## src/pkg/lfpit_map.svh

```systemverilog
// Register offsets, field positions, reset values and widths of the interval timer.
`ifndef LFPIT_MAP_SVH
`define LFPIT_MAP_SVH

// Register indices; the byte address on the bus is four times the index.
`define LFPIT_IDX_POWER   12'hf76
`define LFPIT_IDX_CTRL    12'hfc8
`define LFPIT_IDX_STAT    12'hfd0
`define LFPIT_IDX_CLR     12'hfd1
`define LFPIT_IDX_IEN     12'hfd2
`define LFPIT_IDX_CNT     12'hfd3

// Bus widths.
`define LFPIT_ADDR_W      14
`define LFPIT_DATA_W      32
`define LFPIT_BE_W        4

// Field positions.
`define LFPIT_SUPPLY_BIT  5
`define LFPIT_RUN_BIT     0
`define LFPIT_SEL_LSB     1
`define LFPIT_SEL_MSB     3
`define LFPIT_EVT_BIT     0

// Reset values.
`define LFPIT_POWER_RST   8'h00
`define LFPIT_SEL_RST     3'h0

// Counter width and the interval exponent selected by code zero.
`define LFPIT_CNT_W       15
`define LFPIT_EXP_MAX     4'hf

`endif

```

## src/pkg/lfpit_pkg.sv

```systemverilog
// Types shared by the interval timer modules.
`include "lfpit_map.svh"

package lfpit_pkg;

    typedef logic [`LFPIT_SEL_MSB-`LFPIT_SEL_LSB:0] sel_t;
    typedef logic [`LFPIT_CNT_W-1:0]                count_t;
    typedef logic [7:0]                             byte_t;

    // Register targeted by the current bus address.
    typedef enum logic [2:0] {
        REG_NONE,
        REG_POWER,
        REG_CTRL,
        REG_STAT,
        REG_CLR,
        REG_IEN,
        REG_CNT
    } reg_sel_e;

endpackage

```

## src/pkg/lfpit_if.sv

```systemverilog
// Link between the timer control logic and its binary counter.
interface lfpit_if;

    logic                 run;
    logic                 tick;
    lfpit_pkg::sel_t      sel;
    logic                 wrap;
    lfpit_pkg::count_t    count;

    modport ctrl (output run, tick, sel, input wrap, count);
    modport cnt  (input run, tick, sel, output wrap, count);

endinterface

```

## src/rtl/interval_counter.sv

```systemverilog
// Free-running binary counter of low-frequency ticks with interval wrap pulse.
`include "lfpit_map.svh"

module interval_counter (
    // Clock and reset.
    input  wire logic clk_i,
    input  wire logic rst_i,
    // Control side.
    lfpit_if.cnt      bus
);

    //------------------------------------------------------------
    // Interval mask
    //------------------------------------------------------------

    logic [3:0]        expo;
    lfpit_pkg::count_t mask;
    logic              hit;
    lfpit_pkg::count_t count_ff;
    logic              wrap_ff;

    // Code zero selects the longest interval; each step halves it.
    assign expo = `LFPIT_EXP_MAX - {1'b0, bus.sel};
    assign mask = lfpit_pkg::count_t'((16'h0001 << expo) - 16'h0001);
    assign hit  = (count_ff & mask) == mask;

    //------------------------------------------------------------
    // Counter and wrap pulse
    //------------------------------------------------------------

    // The counter is cleared whenever the timer is stopped.
    always_ff @(posedge clk_i or posedge rst_i) begin
        if (rst_i) begin
            count_ff <= '0;
        end else if (!bus.run) begin
            count_ff <= '0;
        end else if (bus.tick) begin
            count_ff <= count_ff + 1'b1;
        end
    end

    // The selected bit wraps on the tick that finds the low bits all ones.
    always_ff @(posedge clk_i or posedge rst_i) begin
        if (rst_i) begin
            wrap_ff <= 1'b0;
        end else begin
            wrap_ff <= bus.run && bus.tick && hit;
        end
    end

    assign bus.count = count_ff;
    assign bus.wrap  = wrap_ff;
endmodule

```

## src/rtl/low_freq_periodic_interval_timer.sv

```systemverilog
// Periodic interval timer on the low-frequency clock with Avalon-MM registers.
`include "lfpit_map.svh"

module low_freq_periodic_interval_timer (
    // Clock and reset.
    input  wire logic                        clk_i,
    input  wire logic                        rst_i,
    // Avalon-MM slave.
    input  wire logic [`LFPIT_ADDR_W-1:0]    avs_address_i,
    input  wire logic                        avs_read_i,
    input  wire logic                        avs_write_i,
    input  wire logic [`LFPIT_DATA_W-1:0]    avs_writedata_i,
    input  wire logic [`LFPIT_BE_W-1:0]      avs_byteenable_i,
    output logic      [`LFPIT_DATA_W-1:0]    avs_readdata_o,
    output logic                             avs_waitrequest_o,
    // Chip-level clock and mode inputs, asynchronous.
    input  wire logic                        low_frequency_clock_i,
    input  wire logic                        low_freq_osc_enable_i,
    input  wire logic                        stop_mode_i,
    input  wire logic                        deepest_sleep_mode_i,
    // Interrupts.
    output logic                             interval_interrupt_request_o,
    output logic                             irq_o
);

    //------------------------------------------------------------
    // Declarations
    //------------------------------------------------------------

    lfpit_if bus ();

    lfpit_pkg::reg_sel_e         reg_sel;
    logic                        req;
    logic                        ack_ff;
    logic                        wr_acc;
    logic                        rd_take;
    logic [`LFPIT_DATA_W-1:0]    rdata;
    logic [`LFPIT_DATA_W-1:0]    rdata_ff;
    lfpit_pkg::byte_t            power_ff;
    logic                        supply;
    logic                        run_ff;
    lfpit_pkg::sel_t             sel_ff;
    lfpit_pkg::sel_t             wsel;
    logic                        ctrl_wr;
    logic                        stat_ff;
    logic                        ien_ff;
    logic                        clr;
    logic                        lf_meta_ff;
    logic                        lf_sync_ff;
    logic                        lf_prev_ff;
    logic [2:0]                  mode_meta_ff;
    logic [2:0]                  mode_sync_ff;
    logic                        halt;

    //------------------------------------------------------------
    // Address decode
    //------------------------------------------------------------

    // Only word-aligned byte addresses hit a register.
    always_comb begin
        reg_sel = lfpit_pkg::REG_NONE;
        if (avs_address_i[1:0] == 2'h0) begin
            unique case (avs_address_i[`LFPIT_ADDR_W-1:2])
                `LFPIT_IDX_POWER: reg_sel = lfpit_pkg::REG_POWER;
                `LFPIT_IDX_CTRL:  reg_sel = lfpit_pkg::REG_CTRL;
                `LFPIT_IDX_STAT:  reg_sel = lfpit_pkg::REG_STAT;
                `LFPIT_IDX_CLR:   reg_sel = lfpit_pkg::REG_CLR;
                `LFPIT_IDX_IEN:   reg_sel = lfpit_pkg::REG_IEN;
                `LFPIT_IDX_CNT:   reg_sel = lfpit_pkg::REG_CNT;
                default:          reg_sel = lfpit_pkg::REG_NONE;
            endcase
        end
    end

    //------------------------------------------------------------
    // Bus handshake
    //------------------------------------------------------------

    // Every access takes exactly one wait cycle, which lets read data
    // come from a flop without a combinational path to the bus.
    assign req               = avs_read_i || avs_write_i;
    assign avs_waitrequest_o = req && !ack_ff;
    assign wr_acc            = avs_write_i && ack_ff && avs_byteenable_i[0];
    assign rd_take           = avs_read_i && !ack_ff;

    // The accept flag rises for one cycle per request and then clears.
    always_ff @(posedge clk_i or posedge rst_i) begin
        if (rst_i) begin
            ack_ff <= 1'b0;
        end else begin
            ack_ff <= req && !ack_ff;
        end
    end

    // Read data are captured in the wait cycle and held to the accept edge.
    always_comb begin
        rdata = '0;
        unique case (reg_sel)
            lfpit_pkg::REG_POWER: rdata = `LFPIT_DATA_W'(power_ff);
            lfpit_pkg::REG_CTRL:  rdata = `LFPIT_DATA_W'({sel_ff, run_ff});
            lfpit_pkg::REG_STAT:  rdata = `LFPIT_DATA_W'(stat_ff);
            lfpit_pkg::REG_IEN:   rdata = `LFPIT_DATA_W'(ien_ff);
            lfpit_pkg::REG_CNT:   rdata = `LFPIT_DATA_W'(bus.count);
            lfpit_pkg::REG_CLR:   rdata = '0;
            lfpit_pkg::REG_NONE:  rdata = '0;
        endcase
    end

    // Captured once per read, in the wait cycle, so the value cannot tear.
    always_ff @(posedge clk_i or posedge rst_i) begin
        if (rst_i) begin
            rdata_ff <= '0;
        end else if (rd_take) begin
            rdata_ff <= rdata;
        end
    end

    // The port shows the flop only; no register reaches it combinationally.
    assign avs_readdata_o = rdata_ff;

    //------------------------------------------------------------
    // Input synchronisers
    //------------------------------------------------------------

    // The low-frequency clock is sampled as data; a rising edge on the
    // synchronised copy is one counted cycle.
    always_ff @(posedge clk_i or posedge rst_i) begin
        if (rst_i) begin
            lf_meta_ff <= 1'b0;
            lf_sync_ff <= 1'b0;
            lf_prev_ff <= 1'b0;
        end else begin
            lf_meta_ff <= low_frequency_clock_i;
            lf_sync_ff <= lf_meta_ff;
            lf_prev_ff <= lf_sync_ff;
        end
    end

    // Oscillator enable and the two deep modes.
    always_ff @(posedge clk_i or posedge rst_i) begin
        if (rst_i) begin
            mode_meta_ff <= 3'h0;
            mode_sync_ff <= 3'h0;
        end else begin
            mode_meta_ff <= {deepest_sleep_mode_i, stop_mode_i, low_freq_osc_enable_i};
            mode_sync_ff <= mode_meta_ff;
        end
    end

    // Any one of the three stops the timer; they are levels, not edges.
    assign halt = !mode_sync_ff[0] || mode_sync_ff[1] || mode_sync_ff[2];

    //------------------------------------------------------------
    // Power gate register
    //------------------------------------------------------------

    // All eight bits are stored; only the supply bit acts here.
    always_ff @(posedge clk_i or posedge rst_i) begin
        if (rst_i) begin
            power_ff <= `LFPIT_POWER_RST;
        end else if (wr_acc && reg_sel == lfpit_pkg::REG_POWER) begin
            power_ff <= avs_writedata_i[7:0];
        end
    end

    // Without supply the timer sees no ticks and refuses control writes.
    assign supply = power_ff[`LFPIT_SUPPLY_BIT];

    //------------------------------------------------------------
    // Control register
    //------------------------------------------------------------

    // Control writes need the supply bit; the code field sits in bits 3 to 1.
    assign ctrl_wr = wr_acc && reg_sel == lfpit_pkg::REG_CTRL && supply;
    assign wsel    = avs_writedata_i[`LFPIT_SEL_MSB:`LFPIT_SEL_LSB];

    // Losing the oscillator or entering a deep mode wins over a write,
    // so software cannot start a timer that has no clock to count.
    always_ff @(posedge clk_i or posedge rst_i) begin
        if (rst_i) begin
            run_ff <= 1'b0;
        end else if (halt) begin
            run_ff <= 1'b0;
        end else if (ctrl_wr) begin
            run_ff <= avs_writedata_i[`LFPIT_RUN_BIT];
        end
    end

    // The code is writable only while stopped, so a starting write carries
    // a new code and a stopping write cannot; a halt leaves it intact.
    always_ff @(posedge clk_i or posedge rst_i) begin
        if (rst_i) begin
            sel_ff <= `LFPIT_SEL_RST;
        end else if (ctrl_wr && !run_ff) begin
            sel_ff <= wsel;
        end
    end

    //------------------------------------------------------------
    // Counter
    //------------------------------------------------------------

    // The counter sees the run bit, the stored code and one tick per slow edge.
    assign bus.run  = run_ff;
    assign bus.sel  = sel_ff;
    assign bus.tick = supply && lf_sync_ff && !lf_prev_ff;

    interval_counter u_counter (
        .clk_i (clk_i),
        .rst_i (rst_i),
        .bus   (bus.cnt)
    );

    //------------------------------------------------------------
    // Interrupt status, clear and enable
    //------------------------------------------------------------

    // Only a one in the event bit clears; a zero write leaves the bit alone.
    assign clr = wr_acc && reg_sel == lfpit_pkg::REG_CLR && avs_writedata_i[`LFPIT_EVT_BIT];

    // A wrap in the same cycle as a clear keeps the bit set.
    always_ff @(posedge clk_i or posedge rst_i) begin
        if (rst_i) begin
            stat_ff <= 1'b0;
        end else begin
            stat_ff <= (stat_ff && !clr) || bus.wrap;
        end
    end

    // Enable bit; its writes need byte lane zero like every other register.
    always_ff @(posedge clk_i or posedge rst_i) begin
        if (rst_i) begin
            ien_ff <= 1'b0;
        end else if (wr_acc && reg_sel == lfpit_pkg::REG_IEN) begin
            ien_ff <= avs_writedata_i[`LFPIT_EVT_BIT];
        end
    end

    // The level interrupt follows the sticky bit while enabled; the request pin is the raw pulse.
    assign irq_o                        = stat_ff && ien_ff;
    assign interval_interrupt_request_o = bus.wrap;
endmodule

```

## config.mk

```make
export PLATFORM = sky130hd
export DESIGN_NAME = low_freq_periodic_interval_timer
export DESIGN_NICKNAME = d
export VERILOG_FILES = /design/src/pkg/lfpit_pkg.sv /design/src/pkg/lfpit_if.sv /design/src/rtl/interval_counter.sv /design/src/rtl/low_freq_periodic_interval_timer.sv
export VERILOG_INCLUDE_DIRS = /design/src /design/src/pkg
export SDC_FILE = /design/constraint.sdc
export NUM_CORES = 1
export LEC_CHECK = 0
export BUFFER_PORTS_ARGS = -buffer_cell sky130_fd_sc_hd__buf_2
export CELL_PAD_IN_SITES_DETAIL_PLACEMENT = 1
export CELL_PAD_IN_SITES_GLOBAL_PLACEMENT = 1
export CORE_UTILIZATION = 41
export CTS_CLUSTER_DIAMETER = 80
export DETAILED_ROUTE_END_ITERATION = 10
export PLACE_DENSITY_LB_ADDON = 0.1
export SLEW_MARGIN = 15
export SYNTH_ARGS = -nofsm -noshare
export SYNTH_HDL_FRONTEND = slang
export SYNTH_SLANG_ARGS = --single-unit
```

## constraint.sdc

```tcl
create_clock -name clk_i -period 5.2 [get_ports clk_i]
set_input_delay 1.04 -clock clk_i [delete_from_list [all_inputs] [get_ports clk_i]]
set_output_delay 1.04 -clock clk_i [all_outputs]
set_load 0.005 [all_outputs]
```

==> results_dict.tcl, run 1 <==
set metrics [dict create \
    grt_usage 0.1936 \
    post_cts_resized 0 \
    via_per_inst 5.293 \
    ys_seq_elements 55 \
    relSlewSlack 0.2940 \
    path_class "in -> reg" \
    wire_per_inst_um 16.44 \
    grt_max_degree 56 \
    crit_cells 7 \
    crit_family "simple AND/OR/NAND/NOR gates" \
    core_area_um2 6422 \
    multi_input_area_um2 1267 \
    antenna_found_initial 0 \
    cp_max_fo 12 \
    reg2reg_to "avs_readdata_o[5]" \
    fill_cells 753 \
    grt_pass1_vias 2029 \
    grt_pass1_wl_mm 10.71 \
    clock_path_buffers 2 \
    hold_viol 0 \
    firstDrtPassIters 8 \
    ys_seq_area_frac 0.4964 \
    cpPeakStageDelay_ns 0.57 \
    place_hpwl_mm 4.412 \
    grt_overflow_total 0 \
    diodes 0 \
    synthTopCellsByCount "dfrtp_1 (55), nand2_1 (18), buf_4 (17)" \
    final_nets 356 \
    status "complete, but fails checks" \
    rsz0062_at_grt "no" \
    worstPathCellList "buf_2 -> nor3b_1 -> o211ai_1 -> nor4_2 -> buf_4 -> and3_1 -> mux2_4" \
    synth_area_um2 2773 \
    numPortBuffers 48 \
    dieArea_um2 7096 \
    num_vias 1985 \
    path_clk_slew_ns 0.11 \
    routabilityCongestion 0.7833 \
    synth_ff_type "dfrtp_1" \
    synth.most_common_cell "dfrtp_1" \
    layout_min_cycle_time_ns 2.770 \
    finalSetupViolCount 0 \
    crit_buf_inv 2 \
    peakVddDrop_mv 0.1343 \
    synth_area_leaders "dfrtp_1 (50%), mux2_4 (6.0%), buf_4 (4.6%)" \
    cts_buffers 5 \
    cts_hold_buf 0 \
    critPathRequiredTime_ns 5.40 \
    drc 10 \
    tns_ns 0 \
    pin_count 93 \
    p_per_area_nw_per_um2 253.3 \
    ys_types 53 \
    cap_violations 0 \
    p_leak_nw 1.452 \
    synth_area_leader_cell "dfrtp_1" \
    seqCellArea_um2 1376 \
    crit_path_end_kind "flop" \
    wl_mm 6.165 \
    clock_sinks 55 \
    drtIter0Drc 66 \
    clock_latency_ns 0.32 \
    timing.fmax_mhz 361.0 \
    startpoint_type "primary input" \
    clock_skew_ns 0.01208 \
    r2r_cells 4 \
    tightestPinTransition_ns 1.050 \
    die_y_um 84.24 \
    cts_max_level 2 \
    crit_start "avs_address_i[4]" \
    drive_gt1_frac 0.2819 \
    synth_edf_count 0 \
    fin_util 0.4872 \
    antenna_left 0 \
    async_flop_share 1.000 \
    cts_tree "built" \
    start_util 0.4317 \
    r2r_slack_ns 2.97 \
    cp_slowest_cell "and3_1" \
    synth_warnings 0 \
    slew_violations 0 \
    cts_setup_buffers 0 \
    synthesis.area_per_instance_um2 11.14 \
    holdCritPathClass "reg -> reg" \
    cts_root_buf "clkbuf_8" \
    synth_top_area_share 0.4964 \
    crit_end "power_ff[1]" \
    cp_data_arrival_time_ns 2.97 \
    area_growth_syn_to_layout_pct 12.86 \
    synthCells 249 \
    rows 29 \
    die_w_um 84.24 \
    violations "DRC" \
    fin_crit_sh 0.5328 \
    r2r-start "ack_ff" \
]
## through the flow
| stage | hold WS [ns] | instances | total power [mW] | cell area (um2) | worst slack (ns) |
|---|---|---|---|---|---|
| 2_1_floorplan | 0.3312 | 265 | 0.4868 | 2833 | 2.788 |
| 3_3_place_gp | 0.3321 | 367 | 0.5045 | 3014 | 2.124 |
| 3_5_place_dp | 0.3401 | 367 | 0.5064 | 3014 | 2.096 |
| 4_1_cts | 0.3665 | 375 | 0.8011 | 3129 | 2.415 |
| 5_1_grt | 0.3704 | 375 | 0.8249 | 3129 | 2.293 |
| 6_report | 0.3636 | 375 | 0.7928 | 3129 | 2.430 |
## kinds of logic (layout without fill, tap and decap cells)
kind of cell | after synthesis | after routing | synth area share
and+or+nand+nor | 95 | 95 | 0.2062
DFF | 55 | 55 | 0.4964
AOI/OAI and AO/OA | 42 | 42 | 0.1169
buffers and inverters | 30 | 63 | 0.06814
muxes | 16 | 16 | 0.07807
xor gates and xnor gates | 9 | 9 | 0.02843
adders and majority gates | 1 | 1 | 0.004512
other | 1 | 17 | 0.001352
## worst register-to-register path, cell delays in order (launching register included)
cell	delay [ns]
dfrtp_1	0.42
nand2b_1	0.44
nor4_2	1.03
nand2_1	0.15
nand3_1	0.12
## routing by layer
metal	global-route usage	routed length (um)	vias to the layer above
met2	0.2936	2737	42
met1	0.2823	3153	991
li1	-	-	950
met3	0.04326	231	2
met5	0	0	-
met4	0.04702	42	0
## flip-flops by register name, indices dropped and copies added, names as in the netlist
name and count:
avs_readdata_o 15, u_counter.bus.count 15, power_ff 8, bus.sel 3
mode_meta_ff 3, mode_sync_ff 3, ack_ff 1, bus.run 1
ien_ff 1, lf_meta_ff 1, lf_prev_ff 1, lf_sync_ff 1
stat_ff 1, u_counter.bus.wrap 1
## final cells by class
type | instances | share of cell area
clock buffer | 5 | 0.02199
sequential | 55 | 0.4398
multi-input combinational | 180 | 0.4050
clock inverter | 3 | 0.01479
timing repair buffer | 50 | 0.08157
tap | 77 | 0.03079
inverter | 5 | 0.005998
## power breakdown
group | total [mW] | leakage (nW) | switching [mW] | internal (mW)
registers | 0.440 | 0.740 | 0.00441 | 0.436
clock network | 0.295 | 0.0548 | 0.150 | 0.145
logic | 0.0572 | 0.657 | 0.0370 | 0.0202
total | 0.793 | 1.45 | 0.191 | 0.602
## placed cells by master, fill, tap and decap left out, types with 3 or more instances in the layout
cell / count
a21boi_1: 6
a21oi_1: 3
a22o_1: 7
a31oi_1: 3
and2_1: 10
and3_1: 3
buf_2: 48
clkbuf_8: 5
conb_1: 17
dfrtp_1: 55
inv_1: 4
mux2_4: 11
mux2i_1: 4
nand2_1: 18
nand3_1: 13
nand4_1: 7
nor2_1: 12
nor2b_1: 3
o21ai_0: 10
or3_1: 6
xnor2_1: 6
xor2_1: 3
## worst min path at each step
stage / from / end / slack [ns] / cells after the start
floorplan: lf_meta_ff / lf_sync_ff / 0.33 / 0
global placement: mode_meta_ff[0] / mode_sync_ff[0] / 0.33 / 0
detailed placement: mode_meta_ff[2] / mode_sync_ff[2] / 0.34 / 0
CTS: mode_meta_ff[2] / mode_sync_ff[2] / 0.37 / 0
global route: mode_meta_ff[2] / mode_sync_ff[2] / 0.37 / 0
finish: mode_meta_ff[2] / mode_sync_ff[2] / 0.36 / 0
Power figures use the tool's default switching activity.
==> inputs of run 2 (changes only) <==
--- a/config.mk
+++ b/config.mk
@@ -9,7 +9,7 @@
 export BUFFER_PORTS_ARGS = -buffer_cell sky130_fd_sc_hd__buf_2
 export CELL_PAD_IN_SITES_DETAIL_PLACEMENT = 1
 export CELL_PAD_IN_SITES_GLOBAL_PLACEMENT = 1
-export CORE_UTILIZATION = 41
+export CORE_UTILIZATION = 35
 export CTS_CLUSTER_DIAMETER = 80
 export DETAILED_ROUTE_END_ITERATION = 10
 export PLACE_DENSITY_LB_ADDON = 0.1
==> constraint.sdc (replaced) <==
create_clock -name clk_i -period 2.3 [get_ports clk_i]
set_input_delay 0.46 -clock clk_i [delete_from_list [all_inputs] [get_ports clk_i]]
set_output_delay 0.46 -clock clk_i [all_outputs]
set_load 0.005 [all_outputs]
==> results_dict.tcl, run 2 (same netlist as run 1, synthesis figures left out) <==
set metrics [dict create \
    start_util 0.3607 \
    dieArea_um2 8282 \
    finalPower_mw 1.759 \
    via_per_inst 4.834 \
    pin_count 93 \
    crit_path_end_kind "flop" \
    antenna_found_initial 0 \
    die_y_um 91.01 \
    drtIter0Drc 55 \
    cts_hold_buf 0 \
    grt_pass1_wl_mm 11.21 \
    layout_min_cycle_time_ns 1.918 \
    clock_path_buffers 2 \
    area_growth_syn_to_layout_pct 17.10 \
    antenna_left 0 \
    p_per_area_nw_per_um2 541.9 \
    cap_violations 0 \
    finalSetupViolCount 0 \
    grt_usage 0.1718 \
    wl_mm 6.347 \
    firstDrtPassIters 4 \
    p_leak_nw 1.505 \
    grt_pass1_vias 2158 \
    cts_max_level 2 \
    placed_area_um2 3141 \
    timing.fmax_mhz 521.3 \
    peakVddDrop_mv 0.2896 \
    diodes 0 \
    fin_crit_sh 0.8340 \
    cts_tree "built" \
    grt_max_degree 23 \
    core_area_um2 7687 \
    clock_sinks 55 \
    cts_root_buf "clkbuf_8" \
    place_hpwl_mm 4.895 \
    rsz0062_at_grt "no" \
    post_cts_resized 0 \
    numPortBuffers 48 \
    grt_overflow_total 0 \
    cts_buffers 5 \
    path_class "reg -> reg" \
    hold_viol 0 \
    final_common_cell "dfrtp_1" \
    rows 32 \
    cp_slowest_cell "or3_1" \
    cp_max_fo 8 \
    tns_ns 0 \
    final_cell_mix "dfrtp_1 (55), buf_2 (48), nand2_1 (18)" \
    drc 0 \
    cpPeakStageDelay_ns 0.43 \
    startpoint_type "flop" \
    slew_violations 0 \
    wire_per_inst_um 15.48 \
    final_nets 367 \
    status "finished, final reports clean" \
    cp_data_arrival_time_ns 2.15 \
    worstPathCellList "ha_1 -> and4b_1 -> and2_1 -> nand3_1 -> or3_1 -> a21boi_1" \
    routabilityCongestion 0.7418 \
    critPathRequiredTime_ns 2.53 \
    cts_setup_buffers 0 \
    design_area_um2 3247 \
    clock_skew_ns 0.009961 \
    num_vias 1982 \
    drive_gt1_frac 0.3052 \
    clock_latency_ns 0.30 \
    holdCritPathClass "in -> async" \
    path_clk_slew_ns 0.10 \
    die_w_um 91.01 \
]
[run 2: cell count changes in the layout (fill, tap and decap cells not counted), sizes merged]
cell,delta
buf,+11
inv,-1
[run 2: layout make-up]
type,count,area (um2)
clock buffers,5,68.82
clock inverters,2,37.54
fillers,888,4441
inverters,5,18.77
multi-input cells,180,1267
flip-flops and latches,55,1376
well taps,102,127.6
repair buffers,61,350.3
[run 2: critical path, delay by kind of cell (launching register included)]
kind            cells  cell delay [ns]
flops               1             0.42
compound gates      1             0.15
fa+ha+maj           1             0.16
simple gates        4             1.12
[run 2: power breakdown]
part / total [mW] / internal [mW] / leakage [nW] / switching [mW]
clock network: 0.625 / 0.319 / 0.0502 / 0.306
registers: 0.996 / 0.985 / 0.740 / 0.0101
logic: 0.139 / 0.0547 / 0.714 / 0.0844
[run 2: per-stage QoR]
step | utilization | cells | hold slack, ns | worst slack [ns]
2_1_floorplan | - | 265 | 0.3312 | 0.4677
3_3_place_gp | 0.4085 | 403 | 0.3311 | 0.1655
3_5_place_dp | 0.4085 | 403 | 0.3362 | 0.1501
4_1_cts | 0.4224 | 410 | 0.1705 | 0.3458
5_1_grt | 0.4224 | 410 | 0.1904 | 0.1488
6_report | 0.4224 | 410 | 0.1557 | 0.3818
[run 2: final timing paths]
kind                                                 to                    from  cells past startpoint  slack, ns
worst max-delay path            u_counter.bus.count[10]  u_counter.bus.count[0]                      6       0.38
worst min-delay path             u_counter.bus.count[5]                   rst_i                      2       0.16
worst max register to register  u_counter.bus.count[10]  u_counter.bus.count[0]                      6       0.38
worst min register to register          mode_sync_ff[2]         mode_meta_ff[2]                      0       0.36
max in group asynchronous                   power_ff[1]                   rst_i                      3       1.52
min in group clk_i                           lf_meta_ff   low_frequency_clock_i                      1       0.26
[run 2: metal layers]
metal | part of all wire | global-route usage
met2 | 0.45 | 0.2715
met4 | 0.0072 | 0.03571
met5 | 0 | 0
met1 | 0.51 | 0.2475
met3 | 0.031 | 0.03015
==> inputs of run 3 (changes only) <==
--- a/config.mk
+++ b/config.mk
@@ -9,7 +9,7 @@
 export BUFFER_PORTS_ARGS = -buffer_cell sky130_fd_sc_hd__buf_2
 export CELL_PAD_IN_SITES_DETAIL_PLACEMENT = 1
 export CELL_PAD_IN_SITES_GLOBAL_PLACEMENT = 1
-export CORE_UTILIZATION = 35
+export CORE_UTILIZATION = 38
 export CTS_CLUSTER_DIAMETER = 80
 export DETAILED_ROUTE_END_ITERATION = 10
 export PLACE_DENSITY_LB_ADDON = 0.1
==> constraint.sdc (replaced) <==
create_clock -name clk_i -period 2 [get_ports clk_i]
set_input_delay 0.4 -clock clk_i [delete_from_list [all_inputs] [get_ports clk_i]]
set_output_delay 0.4 -clock clk_i [all_outputs]
set_load 0.005 [all_outputs]
==> results_dict.tcl, run 3 (same netlist as run 1, synthesis figures left out) <==
set metrics [dict create \
    status "finished, final reports clean" \
    slew_violations 0 \
    holdCritPathClass "in -> async" \
    pin_count 93 \
    rsz0062_at_grt "no" \
    drive_gt1_frac 0.3302 \
    hold_viol 0 \
    drtIter0Drc 59 \
    cts_tree "built" \
    layout_min_cycle_time_ns 1.744 \
    firstDrtPassIters 4 \
    dieArea_um2 7642 \
    final_nets 376 \
    crit_path_end_kind "flop" \
    start_util 0.4014 \
    use_met2 0.2756 \
    place_hpwl_mm 4.821 \
    drc 0 \
    grt_pass1_wl_mm 10.34 \
    cts_root_buf "clkbuf_8" \
    wire_per_inst_um 15.12 \
    p_per_area_nw_per_um2 582.3 \
    crit_buf_inv 0 \
    finalSetupViolCount 0 \
    area_growth_syn_to_layout_pct 18.77 \
    grt_overflow_total 0 \
    numPortBuffers 48 \
    startpoint_type "flop" \
    die_y_um 87.42 \
    p_leak_nw 1.550 \
    peakVddDrop_mv 0.2900 \
    grt_max_degree 56 \
    clock_skew_ns 0.009994 \
    grt_pass1_vias 2077 \
    fin_crit_sh 0.8718 \
    cap_violations 0 \
    cpPeakStageDelay_ns 0.38 \
    antenna_left 0 \
    clock_sinks 55 \
    worstPathCellList "ha_1 -> and4b_1 -> and2_1 -> nand3_2 -> or3_1 -> a21boi_1" \
    die_w_um 87.42 \
    path_class "reg -> reg" \
    grt_usage 0.1769 \
    clock_path_buffers 2 \
    met3_usage 0.03128 \
    diodes 0 \
    cts_max_level 2 \
    cp_slowest_cell "or3_1" \
    tns_ns 0 \
    rows 30 \
    globalRoute.busiestLayer "met2" \
    antenna_found_initial 0 \
    use_met1 0.2616 \
    final_common_cell "dfrtp_1" \
    path_clk_slew_ns 0.10 \
    cts_buffers 5 \
    num_vias 2069 \
    critPathRequiredTime_ns 2.22 \
    cp_data_arrival_time_ns 1.97 \
    wl_mm 6.259 \
    cp_max_fo 7 \
    via_per_inst 4.998 \
    final_cell_mix "dfrtp_1 (55), buf_2 (48), buf_4 (21)" \
    timing.fmax_mhz 573.6 \
    core_area_um2 6907 \
    crit_family "simple AND/OR/NAND/NOR gates" \
    clock_latency_ns 0.30 \
    routabilityCongestion 0.7746 \
    cts_setup_buffers 0 \
    fin_util 0.4768 \
]
run 3: timing repair:
action / in CTS / in global routing
endpoints found under the setup margin: 0 / 2
resized for setup: 0 / 1
hold buffers: 0 / 0
run 3: final timing paths:
check | from | endpoint | slack [ns] | cells after the start
min in group clk_i | deepest_sleep_mode_i | mode_meta_ff[2] | 0.20 | 1
setup reg to reg | u_counter.bus.count[0] | u_counter.bus.count[12] | 0.26 | 6
max in group asynchronous | rst_i | power_ff[7] | 1.63 | 3
hold / removal | rst_i | u_counter.bus.count[8] | 0.13 | 3
setup / recovery | u_counter.bus.count[0] | u_counter.bus.count[12] | 0.26 | 6
hold reg to reg | mode_meta_ff[1] | mode_sync_ff[1] | 0.36 | 0
run 3: power breakdown:
part / switching [mW] / internal, mW / total (mW)
Combinational: 0.0986 / 0.0687 / 0.167
Clock: 0.358 / 0.248 / 0.606
Sequential: 0.0112 / 1.13 / 1.14
Total: 0.468 / 1.45 / 1.92
run 3: per-stage QoR:
| stage | cells | hold slack [ns] | cell area, um2 | power [mW] | setup slack, ns |
|---|---|---|---|---|---|
| 2_1_floorplan | 265 | 0.3312 | 2833 | 1.266 | 0.2277 |
| 3_3_place_gp | 406 | 0.3320 | 3201 | 1.332 | 0.002895 |
| 3_5_place_dp | 406 | 0.3364 | 3201 | 1.337 | 0.01079 |
| 4_1_cts | 414 | 0.1432 | 3288 | 1.944 | 0.1343 |
| 5_1_grt | 414 | 0.1461 | 3293 | 2.004 | 0.1036 |
| 6_report | 414 | 0.1294 | 3293 | 1.918 | 0.2565 |
run 3: cell type report:
cell class                      instances  area (um2)
Fill cell                             833        3613
Clock inverter                          3       18.77
Timing Repair Buffer                   70       417.9
Multi-Input combinational cell        180        1272
Sequential cell                        55        1376
Clock buffer                            5       68.82
Inverter                                5       18.77
Tap cell                               96       120.1
run 3: per-layer routing:
metal  share of wire  vias up
met3           0.038        2
met2            0.45       47
met1            0.51     1021
met4          0.0040        0
li1                -      999
met5               0        -
run 3: worst reg2reg max path, cell delays in order (launching register included):
cell	delay, ns
dfrtp_1	0.37
ha_1	0.14
and4b_1	0.24
and2_1	0.20
nand3_2	0.18
or3_1	0.39
a21boi_1	0.15
